`config.mk`:
```
export PLATFORM = sky130hd
export DESIGN_NAME = lec_lookup_ctrl
export DESIGN_NICKNAME = d
export VERILOG_FILES = /design/src/lec_pkg.sv /design/src/lec_flush_seq.sv /design/src/lec_lookup_ctrl.sv
export SDC_FILE = /design/constraint.sdc
export NUM_CORES = 1
export LEC_CHECK = 0
export BUFFER_PORTS_ARGS = -buffer_cell sky130_fd_sc_hd__buf_2
export CORE_ASPECT_RATIO = 0.7
export CORE_MARGIN = 3
export CORE_UTILIZATION = 51
export CTS_CLUSTER_SIZE = 24
export DETAILED_ROUTE_END_ITERATION = 16
export GPL_TIMING_DRIVEN = 0
export MAX_ROUTING_LAYER = met4
export PLACE_DENSITY = 0.82
export SLEW_MARGIN = 20
export SYNTH_ARGS = -nofsm -noshare
export SYNTH_HDL_FRONTEND = slang
export SYNTH_SLANG_ARGS = --single-unit
```
`constraint.sdc`:
```
create_clock -name aclk -period 5.3 [get_ports aclk]
set_input_delay 1.06 -clock aclk [delete_from_list [all_inputs] [get_ports aclk]]
set_output_delay 1.06 -clock aclk [all_outputs]
set_load 0.05 [all_outputs]
```
`src/lec_pkg.sv`:
```
// ==========================================================
// lookup engine control constants
// ==========================================================
package lec_pkg;

   // register indices; the byte address is four times the index
   localparam logic [9:0] LEC_IDX_MAC0 = 10'h302;
   localparam logic [9:0] LEC_IDX_CTL0 = 10'h310;
   localparam logic [9:0] LEC_IDX_CTL1 = 10'h311;
   localparam logic [9:0] LEC_IDX_CTL2 = 10'h312;
   localparam int LEC_MAC_BYTES = 6;
   localparam int LEC_AXI_AW = 12;

   // ==========================================================
   // reset values
   // ==========================================================
   localparam logic [7:0] LEC_CTL0_RST = 8'h61;
   localparam logic [7:0] LEC_CTL1_RST = 8'h0c;
   localparam logic [1:0] LEC_FLUSH_OPT_RST = 2'h0;
   localparam logic [47:0] LEC_MAC_RST = 48'h0010_a1ff_ffff;

   // ==========================================================
   // field positions
   // ==========================================================
   localparam int LEC_C0_VLAN_EN = 7;
   localparam int LEC_C0_DROP_INV_VID = 6;
   localparam int LEC_C0_AGE_HI = 5;
   localparam int LEC_C0_AGE_LO = 3;
   localparam int LEC_C0_RSVD_MC_EN = 2;
   localparam int LEC_C0_HASH_HI = 1;
   localparam int LEC_C0_HASH_LO = 0;
   localparam int LEC_C1_LEARN_DIS = 7;
   localparam int LEC_C1_SELF_FILT = 6;
   localparam int LEC_C1_FLUSH_ALL = 5;
   localparam int LEC_C1_FLUSH_MSTP = 4;
   localparam int LEC_C1_MC_SA_FWD = 3;
   localparam int LEC_C1_AGING_EN = 2;
   localparam int LEC_C1_FAST_AGING = 1;
   localparam int LEC_C1_LINK_FLUSH = 0;
   localparam int LEC_C2_FOPT_HI = 3;
   localparam int LEC_C2_FOPT_LO = 2;
   localparam int LEC_SA_GROUP_BIT = 40;

   // ==========================================================
   // encodings
   // ==========================================================
   localparam logic [1:0] LEC_HASH_CRC = 2'h1;
   localparam logic [1:0] LEC_HASH_XOR = 2'h2;
   localparam logic [1:0] LEC_FOPT_NONE = 2'h0;
   localparam logic [1:0] LEC_FOPT_DYN = 2'h1;
   localparam logic [1:0] LEC_FOPT_STATIC = 2'h2;
   localparam logic [1:0] LEC_FOPT_BOTH = 2'h3;
   localparam logic [1:0] LEC_RESP_OKAY = 2'h0;
   localparam logic [1:0] LEC_RESP_SLVERR = 2'h2;

   typedef enum logic [1:0] {LEC_FK_ALL, LEC_FK_MSTP, LEC_FK_PORT} lec_fkind_t;

endpackage : lec_pkg

```
`src/lec_flush_seq.sv`:
```
`timescale 1ns/1ps
`default_nettype none
// ==========================================================
// flush sequencer: queues triggers, runs one flush at a time
// ==========================================================
module lec_flush_seq
   import lec_pkg::*;
#(
   parameter int NPORTS = 6
) (
   input wire logic aclk,
   input wire logic aresetn,
   input wire logic req_all,
   input wire logic req_mstp,
   input wire logic [NPORTS-1:0] req_port,
   input wire logic [1:0] flush_types,
   input wire logic flush_done,
   output logic flush_req,
   output lec_fkind_t flush_kind,
   output logic [1:0] flush_types_o,
   output logic [NPORTS-1:0] flush_port_map,
   output logic busy_all,
   output logic busy_mstp
);

   typedef enum logic {LEC_SQ_IDLE, LEC_SQ_RUN} lec_sq_t;

   lec_sq_t state_r;
   logic pend_all_r, pend_mstp_r;
   logic [NPORTS-1:0] pend_port_r;
   logic pick_all, pick_mstp, pick_port, idle_skip, done_now;
   logic fin_all, fin_mstp;
   logic [NPORTS-1:0] fin_port;

   always_comb begin
      pick_all = pend_all_r;
      pick_mstp = !pend_all_r && pend_mstp_r;
      pick_port = !pend_all_r && !pend_mstp_r && (|pend_port_r);
      // option none: trigger completes at once, nothing is flushed
      idle_skip = (state_r == LEC_SQ_IDLE) && (flush_types == LEC_FOPT_NONE);
      done_now = (state_r == LEC_SQ_RUN) && flush_done;
      fin_all = (idle_skip && pick_all) || (done_now && flush_kind == LEC_FK_ALL);
      fin_mstp = (idle_skip && pick_mstp) || (done_now && flush_kind == LEC_FK_MSTP);
      fin_port = '0;
      if (idle_skip && pick_port) begin
         fin_port = pend_port_r;
      end
      if (done_now && flush_kind == LEC_FK_PORT) begin
         fin_port = fin_port | flush_port_map;
      end
   end

   // a new trigger in the finishing cycle wins over the clear
   always_ff @(posedge aclk) begin
      if (!aresetn) begin
         pend_all_r <= 1'b0;
         pend_mstp_r <= 1'b0;
         pend_port_r <= '0;
      end else begin
         pend_all_r <= req_all || (pend_all_r && !fin_all);
         pend_mstp_r <= req_mstp || (pend_mstp_r && !fin_mstp);
         pend_port_r <= req_port | (pend_port_r & ~fin_port);
      end
   end

   always_ff @(posedge aclk) begin
      if (!aresetn) begin
         state_r <= LEC_SQ_IDLE;
         flush_req <= 1'b0;
         flush_kind <= LEC_FK_ALL;
         flush_types_o <= LEC_FOPT_NONE;
         flush_port_map <= '0;
      end else begin
         case (state_r)
            LEC_SQ_IDLE: begin
               if (!idle_skip && (pick_all || pick_mstp || pick_port)) begin
                  state_r <= LEC_SQ_RUN;
                  flush_req <= 1'b1;
                  flush_types_o <= flush_types;
                  flush_port_map <= pick_port ? pend_port_r : '0;
                  flush_kind <= pick_all ? LEC_FK_ALL : (pick_mstp ? LEC_FK_MSTP : LEC_FK_PORT);
               end
            end
            LEC_SQ_RUN: begin
               if (flush_done) begin
                  state_r <= LEC_SQ_IDLE;
                  flush_req <= 1'b0;
               end
            end
            default: begin
               state_r <= LEC_SQ_IDLE;
               flush_req <= 1'b0;
            end
         endcase
      end
   end

   assign busy_all = pend_all_r;
   assign busy_mstp = pend_mstp_r;

endmodule : lec_flush_seq
`default_nettype wire

```
`src/lec_lookup_ctrl.sv`:
```
`timescale 1ns/1ps
`default_nettype none
module lec_lookup_ctrl
   import lec_pkg::*;
#(
   parameter int NPORTS = 6,
   parameter int PORT_W = 3,
   parameter logic [9:0] CRC_POLY = 10'h233
) (
   input wire logic aclk,
   input wire logic aresetn,
   input wire logic [LEC_AXI_AW-1:0] s_axi_awaddr,
   input wire logic s_axi_awvalid,
   output logic s_axi_awready,
   input wire logic [31:0] s_axi_wdata,
   input wire logic [3:0] s_axi_wstrb,
   input wire logic s_axi_wvalid,
   output logic s_axi_wready,
   output logic [1:0] s_axi_bresp,
   output logic s_axi_bvalid,
   input wire logic s_axi_bready,
   input wire logic [LEC_AXI_AW-1:0] s_axi_araddr,
   input wire logic s_axi_arvalid,
   output logic s_axi_arready,
   output logic [31:0] s_axi_rdata,
   output logic [1:0] s_axi_rresp,
   output logic s_axi_rvalid,
   input wire logic s_axi_rready,
   input wire logic [NPORTS-1:0] link_up,
   input wire logic [NPORTS-1:0] port_self_filter_en,
   input wire logic unknown_vid_fwd_en,
   input wire logic pkt_valid,
   input wire logic [PORT_W-1:0] pkt_port,
   input wire logic [47:0] pkt_sa,
   input wire logic [47:0] pkt_da,
   input wire logic pkt_vid_invalid,
   output logic dec_valid,
   output logic dec_drop,
   output logic dec_to_host,
   output logic dec_unknown_vid,
   output logic dec_learn,
   output logic [9:0] dec_table_index,
   input wire logic flush_done,
   output logic flush_req,
   output lec_fkind_t flush_kind,
   output logic [1:0] flush_types,
   output logic [NPORTS-1:0] flush_port_map,
   output logic cfg_vlan_en,
   output logic [2:0] cfg_age_count,
   output logic cfg_rsvd_mcast_en,
   output logic [1:0] cfg_hash_select,
   output logic cfg_aging_en,
   output logic cfg_fast_aging,
   output logic [47:0] cfg_switch_mac
);

   // ==========================================================
   // register storage
   // ==========================================================
   logic [7:0] ctl0_r;
   logic [7:0] ctl1_r;
   logic [1:0] flush_opt_r;
   logic [7:0] mac_r [LEC_MAC_BYTES];
   logic busy_all, busy_mstp;

   // ==========================================================
   // axi4-lite write channel
   // ==========================================================
   logic aw_held_r, w_held_r;
   logic [LEC_AXI_AW-1:0] aw_addr_r;
   logic [31:0] w_data_r;
   logic [3:0] w_strb_r;
   logic aw_take, w_take, wr_fire, aw_held_nxt, w_held_nxt, wr_lane0;
   logic wr_mapped;

   assign aw_take = s_axi_awvalid && s_axi_awready;
   assign w_take = s_axi_wvalid && s_axi_wready;
   // only one response outstanding: the write waits for bvalid to drop
   assign wr_fire = aw_held_r && w_held_r && !s_axi_bvalid;
   assign aw_held_nxt = aw_take || (aw_held_r && !wr_fire);
   assign w_held_nxt = w_take || (w_held_r && !wr_fire);
   assign wr_lane0 = wr_fire && w_strb_r[0];

   always_ff @(posedge aclk) begin
      if (!aresetn) begin
         aw_held_r <= 1'b0;
         w_held_r <= 1'b0;
         aw_addr_r <= '0;
         w_data_r <= '0;
         w_strb_r <= '0;
         s_axi_awready <= 1'b0;
         s_axi_wready <= 1'b0;
      end else begin
         aw_held_r <= aw_held_nxt;
         w_held_r <= w_held_nxt;
         s_axi_awready <= !aw_held_nxt;
         s_axi_wready <= !w_held_nxt;
         if (aw_take) begin
            aw_addr_r <= s_axi_awaddr;
         end
         if (w_take) begin
            w_data_r <= s_axi_wdata;
            w_strb_r <= s_axi_wstrb;
         end
      end
   end

   always_comb begin
      wr_mapped = (aw_addr_r == {LEC_IDX_CTL0, 2'b00}) || (aw_addr_r == {LEC_IDX_CTL1, 2'b00})
         || (aw_addr_r == {LEC_IDX_CTL2, 2'b00});
      for (int i = 0; i < LEC_MAC_BYTES; i++) begin
         if (aw_addr_r == {10'(LEC_IDX_MAC0 + 10'(i)), 2'b00}) begin
            wr_mapped = 1'b1;
         end
      end
   end

   always_ff @(posedge aclk) begin
      if (!aresetn) begin
         s_axi_bvalid <= 1'b0;
         s_axi_bresp <= LEC_RESP_OKAY;
      end else if (wr_fire) begin
         s_axi_bvalid <= 1'b1;
         s_axi_bresp <= wr_mapped ? LEC_RESP_OKAY : LEC_RESP_SLVERR;
      end else if (s_axi_bready) begin
         s_axi_bvalid <= 1'b0;
      end
   end

   // ==========================================================
   // control registers
   // ==========================================================
   logic wr_ctl0, wr_ctl1, wr_ctl2, trig_all, trig_mstp;

   assign wr_ctl0 = wr_lane0 && (aw_addr_r == {LEC_IDX_CTL0, 2'b00});
   assign wr_ctl1 = wr_lane0 && (aw_addr_r == {LEC_IDX_CTL1, 2'b00});
   assign wr_ctl2 = wr_lane0 && (aw_addr_r == {LEC_IDX_CTL2, 2'b00});
   // writing zero to a trigger cannot cancel a flush under way
   assign trig_all = wr_ctl1 && w_data_r[LEC_C1_FLUSH_ALL];
   assign trig_mstp = wr_ctl1 && w_data_r[LEC_C1_FLUSH_MSTP];

   always_ff @(posedge aclk) begin
      if (!aresetn) begin
         ctl0_r <= LEC_CTL0_RST;
         ctl1_r <= LEC_CTL1_RST;
         flush_opt_r <= LEC_FLUSH_OPT_RST;
      end else begin
         if (wr_ctl0) begin
            ctl0_r <= w_data_r[7:0];
         end
         if (wr_ctl1) begin
            ctl1_r <= w_data_r[7:0];
         end
         if (wr_ctl2) begin
            flush_opt_r <= w_data_r[LEC_C2_FOPT_HI:LEC_C2_FOPT_LO];
         end
      end
   end

   genvar g;
   generate
      for (g = 0; g < LEC_MAC_BYTES; g++) begin : g_mac
         always_ff @(posedge aclk) begin
            if (!aresetn) begin
               mac_r[g] <= LEC_MAC_RST[47-8*g -: 8];
            end else if (wr_lane0 && aw_addr_r == {10'(LEC_IDX_MAC0 + 10'(g)), 2'b00}) begin
               mac_r[g] <= w_data_r[7:0];
            end
         end
         // byte 0 lands in the top of the address
         assign cfg_switch_mac[47-8*g -: 8] = mac_r[g];
      end
   endgenerate

   // ==========================================================
   // axi4-lite read channel
   // ==========================================================
   logic ar_take;
   logic [7:0] rd_byte;
   logic rd_hit;

   assign ar_take = s_axi_arvalid && s_axi_arready;

   always_comb begin
      rd_byte = 8'h00;
      rd_hit = 1'b1;
      case (s_axi_araddr)
         {LEC_IDX_CTL0, 2'b00}: rd_byte = ctl0_r;
         {LEC_IDX_CTL1, 2'b00}: begin
            rd_byte = ctl1_r;
            rd_byte[LEC_C1_FLUSH_ALL] = busy_all;
            rd_byte[LEC_C1_FLUSH_MSTP] = busy_mstp;
         end
         {LEC_IDX_CTL2, 2'b00}: rd_byte[LEC_C2_FOPT_HI:LEC_C2_FOPT_LO] = flush_opt_r;
         default: rd_hit = 1'b0;
      endcase
      for (int i = 0; i < LEC_MAC_BYTES; i++) begin
         if (s_axi_araddr == {10'(LEC_IDX_MAC0 + 10'(i)), 2'b00}) begin
            rd_byte = mac_r[i];
            rd_hit = 1'b1;
         end
      end
   end

   always_ff @(posedge aclk) begin
      if (!aresetn) begin
         s_axi_rvalid <= 1'b0;
         s_axi_rdata <= '0;
         s_axi_rresp <= LEC_RESP_OKAY;
         s_axi_arready <= 1'b0;
      end else begin
         if (ar_take) begin
            s_axi_rvalid <= 1'b1;
            s_axi_rdata <= {24'h000000, rd_byte};
            s_axi_rresp <= rd_hit ? LEC_RESP_OKAY : LEC_RESP_SLVERR;
            s_axi_arready <= 1'b0;
         end else if (s_axi_rvalid && s_axi_rready) begin
            s_axi_rvalid <= 1'b0;
            s_axi_arready <= 1'b1;
         end else if (!s_axi_rvalid) begin
            s_axi_arready <= 1'b1;
         end
      end
   end

   // ==========================================================
   // link-down detection
   // ==========================================================
   logic [NPORTS-1:0] link_meta_r, link_sync_r, link_last_r, link_lost;

   generate
      for (g = 0; g < NPORTS; g++) begin : g_link
         always_ff @(posedge aclk) begin
            if (!aresetn) begin
               link_meta_r[g] <= 1'b0;
               link_sync_r[g] <= 1'b0;
               link_last_r[g] <= 1'b0;
            end else begin
               link_meta_r[g] <= link_up[g];
               link_sync_r[g] <= link_meta_r[g];
               link_last_r[g] <= link_sync_r[g];
            end
         end
         assign link_lost[g] = link_last_r[g] && !link_sync_r[g] && ctl1_r[LEC_C1_LINK_FLUSH];
      end
   endgenerate

   lec_flush_seq #(
      .NPORTS(NPORTS)
   ) u_seq (
      .aclk(aclk),
      .aresetn(aresetn),
      .req_all(trig_all),
      .req_mstp(trig_mstp),
      .req_port(link_lost),
      .flush_types(flush_opt_r),
      .flush_done(flush_done),
      .flush_req(flush_req),
      .flush_kind(flush_kind),
      .flush_types_o(flush_types),
      .flush_port_map(flush_port_map),
      .busy_all(busy_all),
      .busy_mstp(busy_mstp)
   );

   // ==========================================================
   // per-packet decision, one registered stage
   // ==========================================================
   function automatic logic [9:0] lec_crc10(input logic [47:0] d);
      logic [9:0] c;
      c = '1;
      for (int i = 47; i >= 0; i--) begin
         c = {c[8:0], 1'b0} ^ ((c[9] ^ d[i]) ? CRC_POLY : 10'h000);
      end
      return c;
   endfunction : lec_crc10

   logic vid_bad, unk_vid, sa_group, self_hit, drop_now;
   logic [9:0] index_now;

   always_comb begin
      vid_bad = ctl0_r[LEC_C0_VLAN_EN] && pkt_vid_invalid;
      unk_vid = vid_bad && unknown_vid_fwd_en;
      sa_group = pkt_sa[LEC_SA_GROUP_BIT];
      self_hit = ctl1_r[LEC_C1_SELF_FILT] && (pkt_port < PORT_W'(NPORTS))
         && port_self_filter_en[pkt_port] && (pkt_sa == cfg_switch_mac);
      drop_now = self_hit || (sa_group && !ctl1_r[LEC_C1_MC_SA_FWD])
         || (vid_bad && !unk_vid && ctl0_r[LEC_C0_DROP_INV_VID]);
      case (ctl0_r[LEC_C0_HASH_HI:LEC_C0_HASH_LO])
         LEC_HASH_CRC: index_now = lec_crc10(pkt_da);
         LEC_HASH_XOR: index_now = pkt_da[9:0] ^ pkt_da[19:10] ^ pkt_da[29:20] ^ pkt_da[39:30]
            ^ {2'b00, pkt_da[47:40]};
         default: index_now = pkt_da[9:0];
      endcase
   end

   always_ff @(posedge aclk) begin
      if (!aresetn) begin
         dec_valid <= 1'b0;
         dec_drop <= 1'b0;
         dec_to_host <= 1'b0;
         dec_unknown_vid <= 1'b0;
         dec_learn <= 1'b0;
         dec_table_index <= '0;
      end else begin
         dec_valid <= pkt_valid;
         dec_drop <= pkt_valid && drop_now;
         dec_to_host <= pkt_valid && !drop_now && vid_bad && !unk_vid;
         dec_unknown_vid <= pkt_valid && unk_vid;
         dec_learn <= pkt_valid && !drop_now && !sa_group && !ctl1_r[LEC_C1_LEARN_DIS];
         dec_table_index <= index_now;
      end
   end

   // ==========================================================
   // settings for the lookup engine
   // ==========================================================
   assign cfg_vlan_en = ctl0_r[LEC_C0_VLAN_EN];
   assign cfg_age_count = ctl0_r[LEC_C0_AGE_HI:LEC_C0_AGE_LO];
   assign cfg_rsvd_mcast_en = ctl0_r[LEC_C0_RSVD_MC_EN];
   assign cfg_hash_select = ctl0_r[LEC_C0_HASH_HI:LEC_C0_HASH_LO];
   assign cfg_aging_en = ctl1_r[LEC_C1_AGING_EN];
   assign cfg_fast_aging = ctl1_r[LEC_C1_FAST_AGING];

endmodule : lec_lookup_ctrl
`default_nettype wire

```
==> impl_metrics.ini <==
[yosys]
synth_area_sq_um = 8580
synthXorXnorAreaFrac = 0.218
synth_compound_area_frac = 0.0884
postSynthCellCount = 882
synth_top_family_by_area = XOR/XNOR gates
synth.distinct_cells = 60
synthMuxAreaShare = 0.0436
synthAdderAreaFrac = 0.00292
ys.flop_type = dfxtp_1
yosysWarningCount = 0
syn_avg_cell_area_sq_um = 9.73
async_flop_share = 0
synth-edff-count = 48
synth-simple-area-share = 0.181
yosysSeqAreaShare = 0.418
synth_seq_cells = 155

[route]
drc = 0
num_vias = 7610
drtPass1Iterations = 6
drtIter0Drc = 718
wl_per_cell_microns = 19.6
wl_microns = 27600
viasPerCell = 5.40
final_antenna_net_count = 0

[setup_path]
slowest_delay_ns = 0.60
critPathTopFamily = XOR/XNOR gates
critical_path_depth = 10
rrSetupSlack_ns = 2.02
cp-start-kind = input pin
critPathKind = in2reg
worstSetupEndpointType = flop
path_max_fanout = 3
critPathMostFrequentCell = xnor3_1
ff2ff_path_depth = 6
crit_required_ns = 5.61
crit_path_top_delay_cell = xnor3_1
arrival_ns = 4.61
path_cells = buf_2 > xnor2_1 > xnor3_1 > xnor3_1 > xnor3_1 > xnor3_1 > xnor3_2 > xnor3_1 > a221oi_2 > nor2_1
cp.buffers_inverters = 1

[hold_path]
hp-class = reg2reg
holdPathStages = 1

[floorplan]
die_w_microns = 161
io-pin-count = 306
die_y_microns = 115
start_util = 0.537
die-area_sq_um = 18400
rows = 38
core_area_sq_um = 16000

[timing]
fin_crit_sh = 0.812
drv_slew = 0
hold_violations = 0
fmax_mhz = 232
whs_ns = 0.436
layout_min_cycle_time_ns = 4.31
setup_viol = 0
fin_setup_tns_ns = 0
slew_headroom = 0.234
grt_setup_unrepaired = no
worst_pin_slew_ns = 1.14
fin_skew_ns = 0.0171

[clock_network]
clock_latency_ns = 0.43
clock_path_buffers = 2
hold_buffers = 0
cts_tree = yes
cts_setup_buffers = 0
cts_root_buf = clkbuf_16
cts_max_level = 4
numCtsBuffers = 17
clk_pin_slew_ns = 0.06
cts.repair.resized = 0
cts_sinks = 155

[global_routing]
grt_max_degree = 18
grt_pass1_vias = 7239
grt_overflow = 0
grt_pass1_wl_microns = 41100
antenna_found_initial = 2
grt_usage = 0.301

[status]
status = finished clean

[layout]
layout.nets = 1358
drive_above_1_share = 0.301
area_delta_synth_final_pct = 25.9
layout_common_cells = buf_2, nand2_1, xnor2_1
nFillCells = 1305
mostFrequentLayoutCell = buf_2
utilization = 0.676

[placed_design]
port-buffer-count = 248
post-dp-hpwl_microns = 21900
place.gp.congestion = 0.949

[power_and_ir_drop]
ir_worst_vdd_mv = 0.697
p_leak_nw = 4.54
finalPower_mw = 4.74
powerDensity_nw_per_um2 = 439

[run]
cap_violations = 0
## cells in the mapped netlist, drive strengths merged (6+ instances only)
master	number	share of area
a21oi	70	0.041
a221oi	6	0.0069
and2	45	0.033
buf	35	0.029
clkbuf	30	0.013
dfxtp	107	0.25
edfxtp	48	0.17
inv	11	0.0048
mux2i	25	0.029
nand2	109	0.048
nand2b	11	0.0080
nand3	33	0.019
nand3b	6	0.0053
nand4	9	0.0066
nor2	46	0.020
nor3	11	0.0064
nor4	8	0.0058
o21ai	18	0.011
or2	21	0.015
xnor2	111	0.12
xnor3	21	0.056
xor2	40	0.041
## registers in the layout, indices dropped and copies added, names as in the netlist, 6 cells and up
signal	count
ctl0_r	8
link_sync_r	6
ctl1_r	6
link_last_r	6
dec_table_index	10
mac_r	48
aw_addr_r	12
u_seq.flush_port_map	6
w_data_r	8
link_meta_r	6
s_axi_rdata	8
u_seq.pend_port_r	6
## worst register-to-register path, stage by stage, from the launching register on
cell      delay, ns
dfxtp_1        0.31
or4b_2         0.67
nor3b_1        0.28
nand3_1        0.18
or3b_2         0.46
clkbuf_1       0.20
o31ai_2        0.79
## metrics by stage
| step | setup slack (ns) | cell area (sq um) | instances |
|---|---|---|---|
| 4_1_cts | 1.00 | 10800 | 1407 |
| 2_1_floorplan | 1.19 | 8670 | 907 |
| 5_1_grt | 0.881 | 10800 | 1409 |
| 3_5_place_dp | 0.608 | 10200 | 1375 |
| 3_3_place_gp | 0.604 | 10200 | 1375 |
| 6_report | 0.994 | 10800 | 1409 |
## final cells by class
cell class / instances / area, sq um / area share
well taps: 220 / 275 / 0.0255
clock inverters: 14 / 139 / 0.0129
repair buffers: 248 / 1240 / 0.115
flip-flops and latches: 155 / 3580 / 0.332
diodes: 2 / 5.00 / 0.000463
plain buffers: 65 / 362 / 0.0335
clock buffers: 18 / 450 / 0.0417
multi-input cells: 675 / 4700 / 0.435
inverters: 12 / 45.0 / 0.00417
## per-layer routing
metal | vias up | GRT usage | wire (microns)
met5 | - | - | 0
met4 | 0 | 0.0791 | 510
met3 | 36 | 0.0564 | 2880
met2 | 433 | 0.471 | 12500
met1 | 3579 | 0.406 | 11700
li1 | 3562 | - | -
## final timing paths
check / start / endpoint
worst max-delay path: pkt_da[47] / dec_table_index[9]$_SDFF_PN0_
worst min-delay path: link_meta_r[0]$_SDFF_PN0_ / link_sync_r[0]$_SDFF_PN0_
worst max register to register: aw_addr_r[8]$_SDFFE_PN0P_ / mac_r[3][6]$_SDFFCE_PN1P_
worst min register to register: link_meta_r[0]$_SDFF_PN0_ / link_sync_r[0]$_SDFF_PN0_
## cells by family (layout without fill, tap and decap cells)
group           after synthesis  in the layout
simple gates                314            314
xor+xnor                    174            174
flops                       155            155
compound gates              127            127
buf+inv                      77            357
mux                          32             32
fa+ha+maj                     2              2
other cells                   1             28
## report_power, final
part           internal [mW]  switching (mW)  total (mW)
sequential              1.29          0.0329        1.33
clock                  0.657           0.556        1.21
combinational           1.18            1.02        2.21
total                   3.13            1.61        4.74
Power figures use the tool's default switching activity.
